**config.mk**
```make
export PLATFORM = sky130hd
export DESIGN_NAME = pbd_decoder
export DESIGN_NICKNAME = d
export VERILOG_FILES = /design/src/pkg/pbd_pkg.sv /design/src/logic/pbd_cfg_regs.sv /design/src/logic/pbd_decoder.sv
export SDC_FILE = /design/constraint.sdc
export NUM_CORES = 1
export LEC_CHECK = 0
export BUFFER_PORTS_ARGS = -buffer_cell sky130_fd_sc_hd__buf_2
export CAP_MARGIN = 5
export CORE_MARGIN = 2
export CORE_UTILIZATION = 54
export DETAILED_ROUTE_END_ITERATION = 10
export PLACE_DENSITY_LB_ADDON = 0.25
export SLEW_MARGIN = 5
export SYNTH_ARGS = -nofsm -noshare
export SYNTH_HDL_FRONTEND = slang
export SYNTH_HIERARCHICAL = 1
export SYNTH_SLANG_ARGS = --single-unit
export TNS_END_PERCENT = 20
```
**constraint.sdc**
```tcl
create_clock -name core_clk -period 2.4 [get_ports core_clk]
set_input_delay 0.12 -clock core_clk [delete_from_list [all_inputs] [get_ports core_clk]]
set_output_delay 0.12 -clock core_clk [all_outputs]
set_load 0.01 [all_outputs]
```
**src/pkg/pbd_pkg.sv**
```systemverilog
/*
 * constants for the processor bus default decoder: region bounds of the
 * power-up map, host bridge configuration register offsets, reset values.
 * assumes a 32-bit processor address and byte offsets inside the io window.
 */
package pbd_pkg;
    // default map region bounds, inclusive
    localparam logic [31:0] PBD_LOW_HOLE_LO   = 32'h0000_0000;
    localparam logic [31:0] PBD_LOW_HOLE_HI   = 32'h7FFF_FFFF;
    localparam logic [31:0] PBD_PCI_IO_LO     = 32'h8000_0000;
    localparam logic [31:0] PBD_PCI_IO_HI     = 32'h8001_FFFF;
    localparam logic [31:0] PBD_MID_HOLE_LO   = 32'h8002_0000;
    localparam logic [31:0] PBD_MID_HOLE_HI   = 32'hFEF7_FFFF;
    localparam logic [31:0] PBD_MEM_CTRL_LO   = 32'hFEF8_0000;
    localparam logic [31:0] PBD_MEM_CTRL_HI   = 32'hFEF8_FFFF;
    localparam logic [31:0] PBD_REG_HOLE_LO   = 32'hFEF9_0000;
    localparam logic [31:0] PBD_REG_HOLE_HI   = 32'hFEFE_FFFF;
    localparam logic [31:0] PBD_HOST_REGS_LO  = 32'hFEFF_0000;
    localparam logic [31:0] PBD_HOST_REGS_HI  = 32'hFEFF_FFFF;
    localparam logic [31:0] PBD_TOP_HOLE_LO   = 32'hFF00_0000;
    localparam logic [31:0] PBD_TOP_HOLE_HI   = 32'hFFEF_FFFF;
    localparam logic [31:0] PBD_BOOT_FLASH_LO = 32'hFFF0_0000;
    localparam logic [31:0] PBD_BOOT_FLASH_HI = 32'hFFFF_FFFF;

    // offsets from the pci io base
    localparam logic [16:0] PBD_CFG_ADDR_OFS  = 17'h0_0CF8;
    localparam logic [16:0] PBD_CFG_DATA_OFS  = 17'h0_0CFC;
    localparam int          PBD_IO_OFS_W      = 17;
    // boot window is 1MB: 20 offset bits
    localparam int          PBD_BOOT_OFS_W    = 20;

    localparam logic [31:0] PBD_CFG_ADDR_RST  = 32'h0000_0000;
    localparam logic [31:0] PBD_CFG_DATA_RST  = 32'h0000_0000;

    typedef enum logic [1:0] {
        PBD_MAP_DEFAULT = 2'b01,
        PBD_MAP_LOADED  = 2'b10
    } pbd_map_state_type;
endpackage : pbd_pkg

```
**src/logic/pbd_cfg_regs.sv**
```systemverilog
/*
 * host bridge configuration address and data registers.
 * assumes the decoder hands it single-cycle write strobes already decoded.
 */
`timescale 1ns/10ps
module pbd_cfg_regs (
    input  wire logic        core_clk,
    input  wire logic        rstn,
    input  wire logic        wr_addr_stb,
    input  wire logic        wr_data_stb,
    input  wire logic [31:0] wdata,
    output logic      [31:0] cfg_address,
    output logic      [31:0] cfg_data
);
    import pbd_pkg::*;

    logic [31:0] cfg_address_ff;
    logic [31:0] cfg_data_ff;
    logic [31:0] nxt_cfg_address;
    logic [31:0] nxt_cfg_data;

    // each register loads only on its own strobe
    always_comb begin
        nxt_cfg_address = wr_addr_stb ? wdata : cfg_address_ff;
        nxt_cfg_data    = wr_data_stb ? wdata : cfg_data_ff;
    end

    always_ff @(posedge core_clk or negedge rstn) begin
        if (!rstn) begin
            cfg_address_ff <= PBD_CFG_ADDR_RST;
            cfg_data_ff    <= PBD_CFG_DATA_RST;
        end else begin
            cfg_address_ff <= nxt_cfg_address;
            cfg_data_ff    <= nxt_cfg_data;
        end
    end

    assign cfg_address = cfg_address_ff;
    assign cfg_data    = cfg_data_ff;
endmodule : pbd_cfg_regs

```
**src/logic/pbd_decoder.sv**
```systemverilog
/*
 * processor bus default decoder: steers each processor address to one target
 * of the power-up map, or flags it unmapped, one clock after it is presented.
 * assumes a processor bus master presents addr with addr_valid for one cycle,
 * and that the remapping logic raises map_load when new settings are in place.
 */
`timescale 1ns/10ps
module pbd_decoder #(
    parameter int FLASH_OFS_W = 22
) (
    input  wire logic                            core_clk,
    input  wire logic                            rstn,
    input  wire logic [31:0]                     addr,
    input  wire logic                            addr_valid,
    input  wire logic                            write_en,
    input  wire logic [31:0]                     wdata,
    input  wire logic                            boot_flash_bank_select,
    input  wire logic                            boot_bank_jumper,
    input  wire logic                            map_load,
    output logic                                 sel_pci_io,
    output logic                                 sel_mem_ctrl,
    output logic                                 sel_host_regs,
    output logic                                 sel_flash_a,
    output logic                                 sel_flash_b,
    output logic                                 unmapped,
    output logic [pbd_pkg::PBD_IO_OFS_W-1:0]     io_offset,
    output logic [FLASH_OFS_W-1:0]               flash_offset,
    output logic [31:0]                          rdata,
    output logic                                 rdata_valid,
    output logic                                 cfg_cycle,
    output logic                                 default_map
);
    import pbd_pkg::*;

    // inclusive window compare on the full address
    function automatic logic in_range(input logic [31:0] a, input logic [31:0] lo, input logic [31:0] hi);
        in_range = (a >= lo) && (a <= hi);
    endfunction : in_range

    pbd_map_state_type              map_state_ff;
    pbd_map_state_type              nxt_map_state;
    logic                           sel_pci_io_ff;
    logic                           sel_mem_ctrl_ff;
    logic                           sel_host_regs_ff;
    logic                           sel_flash_a_ff;
    logic                           sel_flash_b_ff;
    logic                           unmapped_ff;
    logic [PBD_IO_OFS_W-1:0]        io_offset_ff;
    logic [FLASH_OFS_W-1:0]         flash_offset_ff;
    logic [31:0]                    rdata_ff;
    logic                           rdata_valid_ff;
    logic                           cfg_cycle_ff;
    logic                           nxt_sel_pci_io;
    logic                           nxt_sel_mem_ctrl;
    logic                           nxt_sel_host_regs;
    logic                           nxt_sel_flash_a;
    logic                           nxt_sel_flash_b;
    logic                           nxt_unmapped;
    logic [PBD_IO_OFS_W-1:0]        nxt_io_offset;
    logic [FLASH_OFS_W-1:0]         nxt_flash_offset;
    logic [31:0]                    nxt_rdata;
    logic                           nxt_rdata_valid;
    logic                           nxt_cfg_cycle;
    logic                           hit_io;
    logic                           hit_mem;
    logic                           hit_host;
    logic                           hit_boot;
    logic                           hole;
    logic                           use_bank_b;
    logic                           on_default;
    logic [PBD_IO_OFS_W-1:0]        ofs;
    logic                           at_cfg_addr;
    logic                           at_cfg_data;
    logic                           wr_addr_stb;
    logic                           wr_data_stb;
    logic [31:0]                    cfg_address;
    logic [31:0]                    cfg_data;

    // map state: default from reset, left only when new settings load
    always_comb begin
        nxt_map_state = map_state_ff;
        unique case (map_state_ff)
            PBD_MAP_DEFAULT: begin
                if (map_load) begin
                    nxt_map_state = PBD_MAP_LOADED;
                end
            end
            PBD_MAP_LOADED: begin
                nxt_map_state = PBD_MAP_LOADED;
            end
            default: begin
                nxt_map_state = PBD_MAP_DEFAULT;
            end
        endcase
    end

    always_ff @(posedge core_clk or negedge rstn) begin
        if (!rstn) begin
            map_state_ff <= PBD_MAP_DEFAULT;
        end else begin
            map_state_ff <= nxt_map_state;
        end
    end

    assign on_default = (map_state_ff == PBD_MAP_DEFAULT);

    // region hits; holes are listed explicitly so a gap in the table shows
    assign hit_io   = in_range(addr, PBD_PCI_IO_LO, PBD_PCI_IO_HI);
    assign hit_mem  = in_range(addr, PBD_MEM_CTRL_LO, PBD_MEM_CTRL_HI);
    assign hit_host = in_range(addr, PBD_HOST_REGS_LO, PBD_HOST_REGS_HI);
    assign hit_boot = in_range(addr, PBD_BOOT_FLASH_LO, PBD_BOOT_FLASH_HI);
    assign hole     = in_range(addr, PBD_LOW_HOLE_LO, PBD_LOW_HOLE_HI)
                    | in_range(addr, PBD_MID_HOLE_LO, PBD_MID_HOLE_HI)
                    | in_range(addr, PBD_REG_HOLE_LO, PBD_REG_HOLE_HI)
                    | in_range(addr, PBD_TOP_HOLE_LO, PBD_TOP_HOLE_HI);

    // jumper forces bank B so the reset vector fetch lands in the socket
    assign use_bank_b = boot_flash_bank_select | boot_bank_jumper;

    // config register hits inside the io window, word aligned only
    assign ofs         = addr[PBD_IO_OFS_W-1:0];
    assign at_cfg_addr = hit_io && (ofs == PBD_CFG_ADDR_OFS);
    assign at_cfg_data = hit_io && (ofs == PBD_CFG_DATA_OFS);
    assign wr_addr_stb = addr_valid && on_default && write_en && at_cfg_addr;
    assign wr_data_stb = addr_valid && on_default && write_en && at_cfg_data;

    pbd_cfg_regs u_cfg_regs (
        .core_clk    (core_clk),
        .rstn        (rstn),
        .wr_addr_stb (wr_addr_stb),
        .wr_data_stb (wr_data_stb),
        .wdata       (wdata),
        .cfg_address (cfg_address),
        .cfg_data    (cfg_data)
    );

    // decode; after a map load this block goes quiet and the loaded decoders own the bus
    always_comb begin
        nxt_sel_pci_io    = 1'b0;
        nxt_sel_mem_ctrl  = 1'b0;
        nxt_sel_host_regs = 1'b0;
        nxt_sel_flash_a   = 1'b0;
        nxt_sel_flash_b   = 1'b0;
        nxt_unmapped      = 1'b0;
        nxt_io_offset     = io_offset_ff;
        nxt_flash_offset  = flash_offset_ff;
        nxt_rdata         = rdata_ff;
        nxt_rdata_valid   = 1'b0;
        nxt_cfg_cycle     = 1'b0;
        if (addr_valid && on_default) begin
            // the regions are disjoint, so at most one select can rise
            nxt_sel_pci_io    = hit_io;
            nxt_sel_mem_ctrl  = hit_mem;
            nxt_sel_host_regs = hit_host;
            nxt_sel_flash_a   = hit_boot && !use_bank_b;
            nxt_sel_flash_b   = hit_boot && use_bank_b;
            nxt_unmapped      = hole;
            if (hit_io) begin
                nxt_io_offset = ofs;
            end
            if (hit_boot) begin
                // upper bank bits stay zero: only the first 1MB is visible
                nxt_flash_offset = {{(FLASH_OFS_W-PBD_BOOT_OFS_W){1'b0}},
                                    addr[PBD_BOOT_OFS_W-1:0]};
            end
            if (at_cfg_addr || at_cfg_data) begin
                nxt_cfg_cycle = 1'b1;
                if (!write_en) begin
                    nxt_rdata       = at_cfg_addr ? cfg_address : cfg_data;
                    nxt_rdata_valid = 1'b1;
                end
            end
        end
    end

    // every output straight from a flop, one clock after the address
    always_ff @(posedge core_clk or negedge rstn) begin
        if (!rstn) begin
            sel_pci_io_ff    <= 1'b0;
            sel_mem_ctrl_ff  <= 1'b0;
            sel_host_regs_ff <= 1'b0;
            sel_flash_a_ff   <= 1'b0;
            sel_flash_b_ff   <= 1'b0;
            unmapped_ff      <= 1'b0;
            io_offset_ff     <= '0;
            flash_offset_ff  <= '0;
            rdata_ff         <= 32'h0000_0000;
            rdata_valid_ff   <= 1'b0;
            cfg_cycle_ff     <= 1'b0;
        end else begin
            sel_pci_io_ff    <= nxt_sel_pci_io;
            sel_mem_ctrl_ff  <= nxt_sel_mem_ctrl;
            sel_host_regs_ff <= nxt_sel_host_regs;
            sel_flash_a_ff   <= nxt_sel_flash_a;
            sel_flash_b_ff   <= nxt_sel_flash_b;
            unmapped_ff      <= nxt_unmapped;
            io_offset_ff     <= nxt_io_offset;
            flash_offset_ff  <= nxt_flash_offset;
            rdata_ff         <= nxt_rdata;
            rdata_valid_ff   <= nxt_rdata_valid;
            cfg_cycle_ff     <= nxt_cfg_cycle;
        end
    end

    assign sel_pci_io    = sel_pci_io_ff;
    assign sel_mem_ctrl  = sel_mem_ctrl_ff;
    assign sel_host_regs = sel_host_regs_ff;
    assign sel_flash_a   = sel_flash_a_ff;
    assign sel_flash_b   = sel_flash_b_ff;
    assign unmapped      = unmapped_ff;
    assign io_offset     = io_offset_ff;
    assign flash_offset  = flash_offset_ff;
    assign rdata         = rdata_ff;
    assign rdata_valid   = rdata_valid_ff;
    assign cfg_cycle     = cfg_cycle_ff;
    assign default_map   = map_state_ff[0]; // state flop bit, high in default state
endmodule : pbd_decoder

```
Word-level counts from Yosys, hierarchy flattened. Cells that the tools add are included.

Flip-flop bits (word level): 143. Output and inout bits: 80. Input port bits: 71. Memory bits (read-only): 0. Word-level logic and storage cells: 75. Bits in latches: 0. Memory bits (writable): 0. Memories: 0.

Add/subtract/negate cells: 0. Muxes and demuxes: 14. Bitwise logic cells: 5. Shifts and indexed selects: 0. Eq/ne operators: 5. Reduce and logical (&&, ||, !) cells: 21. Multipliers: 0. Magnitude comparators: 16. Div/mod/pow operators: 0.

Operators with widths (count): $ge A32 B32 Y1 const B (7); $le A32 B32 Y1 const B (7); $eq A17 B12 Y1 const B (2); $ge A32 B1 Y1 const B (1); $le A32 B31 Y1 const B (1); $mux W32 (1); $logic_and A1 B1 Y1 (16); $mux W1 (11); $or A1 B1 Y1 (4); $pmux W2 S2 (1); $reduce_and A2 Y1 (2); $reduce_and A3 Y1 (1); $eq A2 B1 Y1 const B (1); $eq A2 B2 Y1 const B (1); $mux W2 (1); $ne A2 B2 Y1 const B (1); $logic_not A1 Y1 (1); $logic_or A1 B1 Y1 (1); $not A1 Y1 (1).

Logic depth before layout (Yosys ltp).
Depth after elaboration: 6. Gate-level depth with buffers: 9.

Cells and area by module. The synthesis kept the hierarchy.

By module, submodules not included: pbd_decoder (cells an instance 245, area an instance 3696.0 µm², instances 1); pbd_cfg_regs (cells an instance 136, area an instance 2690.1 µm², instances 1).

Worst setup path before layout. OpenSTA, ideal clock, no wires.

Path kind: reg2reg. From: reg map_state_ff[0]. To: reg u_cfg_regs.cfg_data_ff[10], in the netlist u_cfg_regs/cfg_data[10]. Setup time: 125 ps. Path buffers: 2. Clock period less this slack: 2103 ps. Required time: 2275 ps. Cell stages (with the launch flop): 9. Arrival: 1977 ps. Path slack: 297 ps. Path through: dfstp_2 -> ha_1 -> and2_1 -> nand2_1 -> nor3_1 -> and3_1 -> buf_6 -> buf_12 -> mux2_4.

Cells in the longest elaborated chain, start to end: 4.

Ends and longest elaborated chain: from (decl) (RTL line pbd_decoder.sv:40) `pbd_map_state_type map_state_ff;`; from (signal assigned) (RTL line pbd_decoder.sv:101) `map_state_ff <= nxt_map_state;`; $eq A2 B1 Y1 (RTL line pbd_decoder.sv:105) `assign on_default = (map_state_ff == PBD_MAP_DEFAULT);`; $logic_and A1 B1 Y1 (3 in a row) (RTL line pbd_decoder.sv:125) `assign wr_data_stb = addr_valid && on_default && write_en && at_cfg_data;`; net wr_data_stb (RTL line pbd_decoder.sv:75) `logic wr_data_stb;`; to (signal assigned) (RTL line pbd_cfg_regs.sv:34) `cfg_data_ff <= nxt_cfg_data;`; to (decl) (RTL line pbd_cfg_regs.sv:18) `logic [31:0] cfg_data_ff;`.

The timed path passes the listed nets, and every way through them passes these cells. A chain may end at the register's enable or synchronous reset.

Final worst setup path.
From: reg map_state_ff[0]. To: reg u_cfg_regs.cfg_data_ff[3], in the netlist u_cfg_regs/cfg_data[3].

The elaborated chain is that of the path after synthesis.

==> implementation parameters <==
Parameter                              Value

Status
  Run status ... finished, final reports clean

STA
  Final setup violation count ... 0
  Worst setup margin ... between 0.1 and 0.15 ns
  Achievable Freq ... ~0.44 GHz
  Unrepaired setup endpoints after global routing ... false
  Smallest hold slack ... 0.01282 ns
  Number of max-slew violations in the final report ... 0
  Setup TNS ... 0 ns
  Hold Vio Cnt, Final ... 0
  Final clock skew ... ~0.012 ns
  Final critical delay including setup and external delays ... 2.279 ns
  Post-route clock period utilization ... 94.97%

Synth
  Post-synthesis cell area ... 6386 um^2
  Count of distinct cell types in the synthesized netlist ... 34
  Gate Count Post-Synth ... 381
  Prevailing post-synth register cell ... dfrtp_1
  Top-count cell post-synth ... dfrtp_1
  Share of the synthesized area in the top cell type ... a little under three fifths
  Post-synth top area cell ... dfrtp_1
  Top cells by instance count after synthesis ... 142 x dfrtp_1, 90 x mux2_4, 69 x mux2_2
  Synth warn ... 6
  Share of the yosys chip area belonging to registers ... 56.05%
  Top cells by area in the synthesized netlist ... dfrtp_1 56%, mux2_4 21%, mux2_2 12%, buf_12 1.9%, nor4_4 1.3%
  Mean post-synth cell area ... 16.76 um^2
  Number of enable-type register cells in the synthesized netlist ... 0
  Seq cells post-synth ... 143
  Asr flop ratio synth ... 100.0%

Clocking
  Post CTS Setup Buffer Count ... 0
  CTS H-tree lvls ... 4
  CTS tree ... yes
  Clock sinks ... between 100 and 150
  Clock insertion delay at the later pin of the skew report ... approximately 0.42 ns
  Total CTS buffers ... 17
  Max Root-Sink Buffers ... 2
  Root buffer selected by CTS ... clkbuf_16
  CTS clock-pin slew for the worst setup and hold paths ... 0.06 ns

Job
  Number of maximum-capacitance violations ... 0

Floorplan
  Starting Density ... 55.69%
  Total I/O pin count ... 151
  Row count ... 39
  Total Die Area ... between 10000 and 15000 um^2
  DIE HEIGHT ... between 100 and 150 um
  Die width ... 112.8 um
  Area of the placeable core ... around 11000 um^2

Final layout
  Count of filler cells inserted in the layout ... 720
  Synthesis-to-layout area growth ... 32.09%
  Post-layout utilization of the core ... 73.56%
  Post-layout net count ... 670
  ANT cells ... 0
  Share of layout cells above drive strength 1 ... between 50% and 60%

Setup path
  Crit Path Max Fanout ... 13
  Worst-path cell with the longest stage delay ... dfstp_2
  Setup CP Type ... flop to flop
  Crit path largest cell delay ... 0.55 ns
  Timing startpoint of the critical path ... map_state_ff[0]$_DFFE_PN1P_
  Startpoint of the worst register-to-register path ... map_state_ff[0]$_DFFE_PN1P_
  WP data arrival ... 2.57 ns
  Critical path capture point type ... flop
  Startpoint kind of the worst setup timing path ... flop
  Required time at the endpoint of the critical path ... 2.69 ns
  Critical Path, Cell by Cell ... ha_1 -> and2_1 -> nand2_1 -> nor3_1 -> and3_2 -> buf_4 -> mux2_4

Pwr
  Logic gate share of total power ... 6.5%
  Worst-case vdd ir drop ... 588.6 uV
  Internal power ... 4378 uW
  Power after layout ... approximately 5600 uW
  Relative contribution of sequential cells to total power ... 44.1%
  Power density over the cells ... around 660 nW/um^2
  Net switching power of the design ... 1204 uW
  Switching Share ... 21.57%
  Reported leakage power ... 0.004451 uW
  Clock group share of total power ... a little under 50%

Global routing
  Global Route Usage Sum ... 23.51%
  Pin count of the biggest net entering global routing ... 70
  Vias in the first global route ... 4478
  Remaining global-route overflow ... 0
  First-pass GRT wire length ... 23090 um
  Antenna violations before repair ... 0

Route
  Initial DRT Pass Iterations ... 4
  Avg Vias per Cell ... 5.277
  Drc violations ... 0
  Routed wire per std cell ... between 15 and 20 um
  Violation count after the first detailed-routing iteration ... between 200 and 250
  Total detailed-routing wirelength ... roughly 14000 um
  Final ANT Viol Nets ... 0
  Vias after detailed routing ... 3979

Place
  Post-Place Worst Slack ... 0.1407 ns
  Detailed placement HPWL ... 8624 um
  Total of buffers placed on input and output ports ... 148
  RD Place Congestion ... 0.8011

Worst hold path
  Hold crit path type ... input pin to flop
  Hold path startpoint ... addr[16]
[power by group through the flow]
| stage | Sequential [uW] | Combinational (uW) | Clock [uW] |
|---|---|---|---|
| 6_report | 2460 | 361 | 2760 |
| 5_1_grt | 2460 | 399 | 2910 |
| 4_1_cts | 2460 | 358 | 2810 |
| 3_5_place_dp | 2500 | 284 | 0 |
| 3_3_place_gp | 2500 | 274 | 0 |
| 2_1_floorplan | 2510 | 89.5 | 0 |
[cells by family (layout without fill, tap and decap cells)]
kind of cell | after synthesis | in the layout | share of synthesized area, %
other | 1 | 2 | 0.05872
flip-flops | 143 | 143 | 56.05
AO/OA/AOI/OAI | 4 | 4 | 0.4702
AND/OR/NAND/NOR | 46 | 46 | 5.290
adder cells (fa/ha/maj) | 1 | 1 | 0.1959
buffers and inverters | 21 | 250 | 3.546
multiplexers | 165 | 165 | 34.38
[what timing repair did]
action / 4_1_cts / 5_1_grt
resized for setup: 0 / 0
hold buffers: 58 / 0
hold endpoints to repair: 145 / 0
[layout by cell type, fill, tap and decap left out, types with 2 or more instances in the layout]
| cell | count |
|---|---|
| buf_12 | 4 |
| buf_2 | 147 |
| buf_4 | 6 |
| bufinv_16 | 3 |
| clkbuf_16 | 17 |
| clkbuf_8 | 5 |
| clkinv_2 | 4 |
| clkinvlp_4 | 3 |
| conb_1 | 2 |
| dfrtp_1 | 142 |
| dlygate4sd3_1 | 58 |
| inv_1 | 2 |
| mux2_1 | 6 |
| mux2_2 | 69 |
| mux2_4 | 90 |
| nand2_1 | 6 |
| nand3_1 | 4 |
| nand3b_1 | 3 |
| nand4_1 | 6 |
| nor2_1 | 6 |
| nor3_1 | 3 |
| nor4_1 | 3 |
| nor4_4 | 4 |
| nor4bb_1 | 2 |
[worst paths after layout]
kind                                                      end  slack, ns  cells after the start
min                                   sel_host_regs$_DFF_PN0_       0.01                      3
min in group asynchronous               rdata[13]$_DFFE_PN0P_       0.17                      2
max in group asynchronous         flash_offset[5]$_DFFE_PN0P_       1.45                      3
max                        u_cfg_regs/cfg_data[3]$_DFFE_PN0P_       0.12                      7
min reg2reg                              rdata[7]$_DFFE_PN0P_       0.50                      1
max reg2reg                u_cfg_regs/cfg_data[3]$_DFFE_PN0P_       0.12                      7
[metrics by stage]
step | area, um^2 | cells
final | 8436 | 754
after global routing | 8436 | 754
after CTS | 8436 | 754
after detailed placement | 7228 | 664
after global placement | 7228 | 664
after floorplan | 6390 | 382
[layer usage]
metal	vias to the layer above	global-route usage, %	part of all wire (%)
met5	-	0	0
met4	0	8.049	1.7
met3	23	7.927	6.1
met2	119	38.72	49
met1	2026	29.31	43
li1	1811	-	-
[worst max-delay path, delay by kind of cell, from the launching register on]
kind / cells / cell delay [ns]
adders and majority gates: 1 / 0.21
buffers and inverters: 1 / 0.29
and+or+nand+nor: 4 / 0.78
muxes: 1 / 0.33
DFF: 1 / 0.55
[cell type report]
cell class / count / area, um^2 / share of cell area [%]
Tap cell: 143 / 178.9 / 2.121
Clock inverter: 10 / 132.6 / 1.572
Sequential cell: 143 / 3580 / 42.44
Multi-Input combinational cell: 218 / 2590 / 30.70
Timing Repair Buffer: 216 / 1453 / 17.22
Clock buffer: 22 / 494.2 / 5.859
Inverter: 2 / 7.507 / 0.08899
[flip-flops by register name (all words and copies together) (netlist names)]
signal	flops
u_cfg_regs/cfg_data	32
sel_flash_b	1
cfg_cycle	1
io_offset	17
map_state_ff	2
sel_host_regs	1
rdata_valid	1
flash_offset	20
sel_mem_ctrl	1
rdata	32
unmapped	1
sel_flash_a	1
sel_pci_io	1
u_cfg_regs/cfg_address	32
No activity file was read; power rests on OpenSTA's default activity.
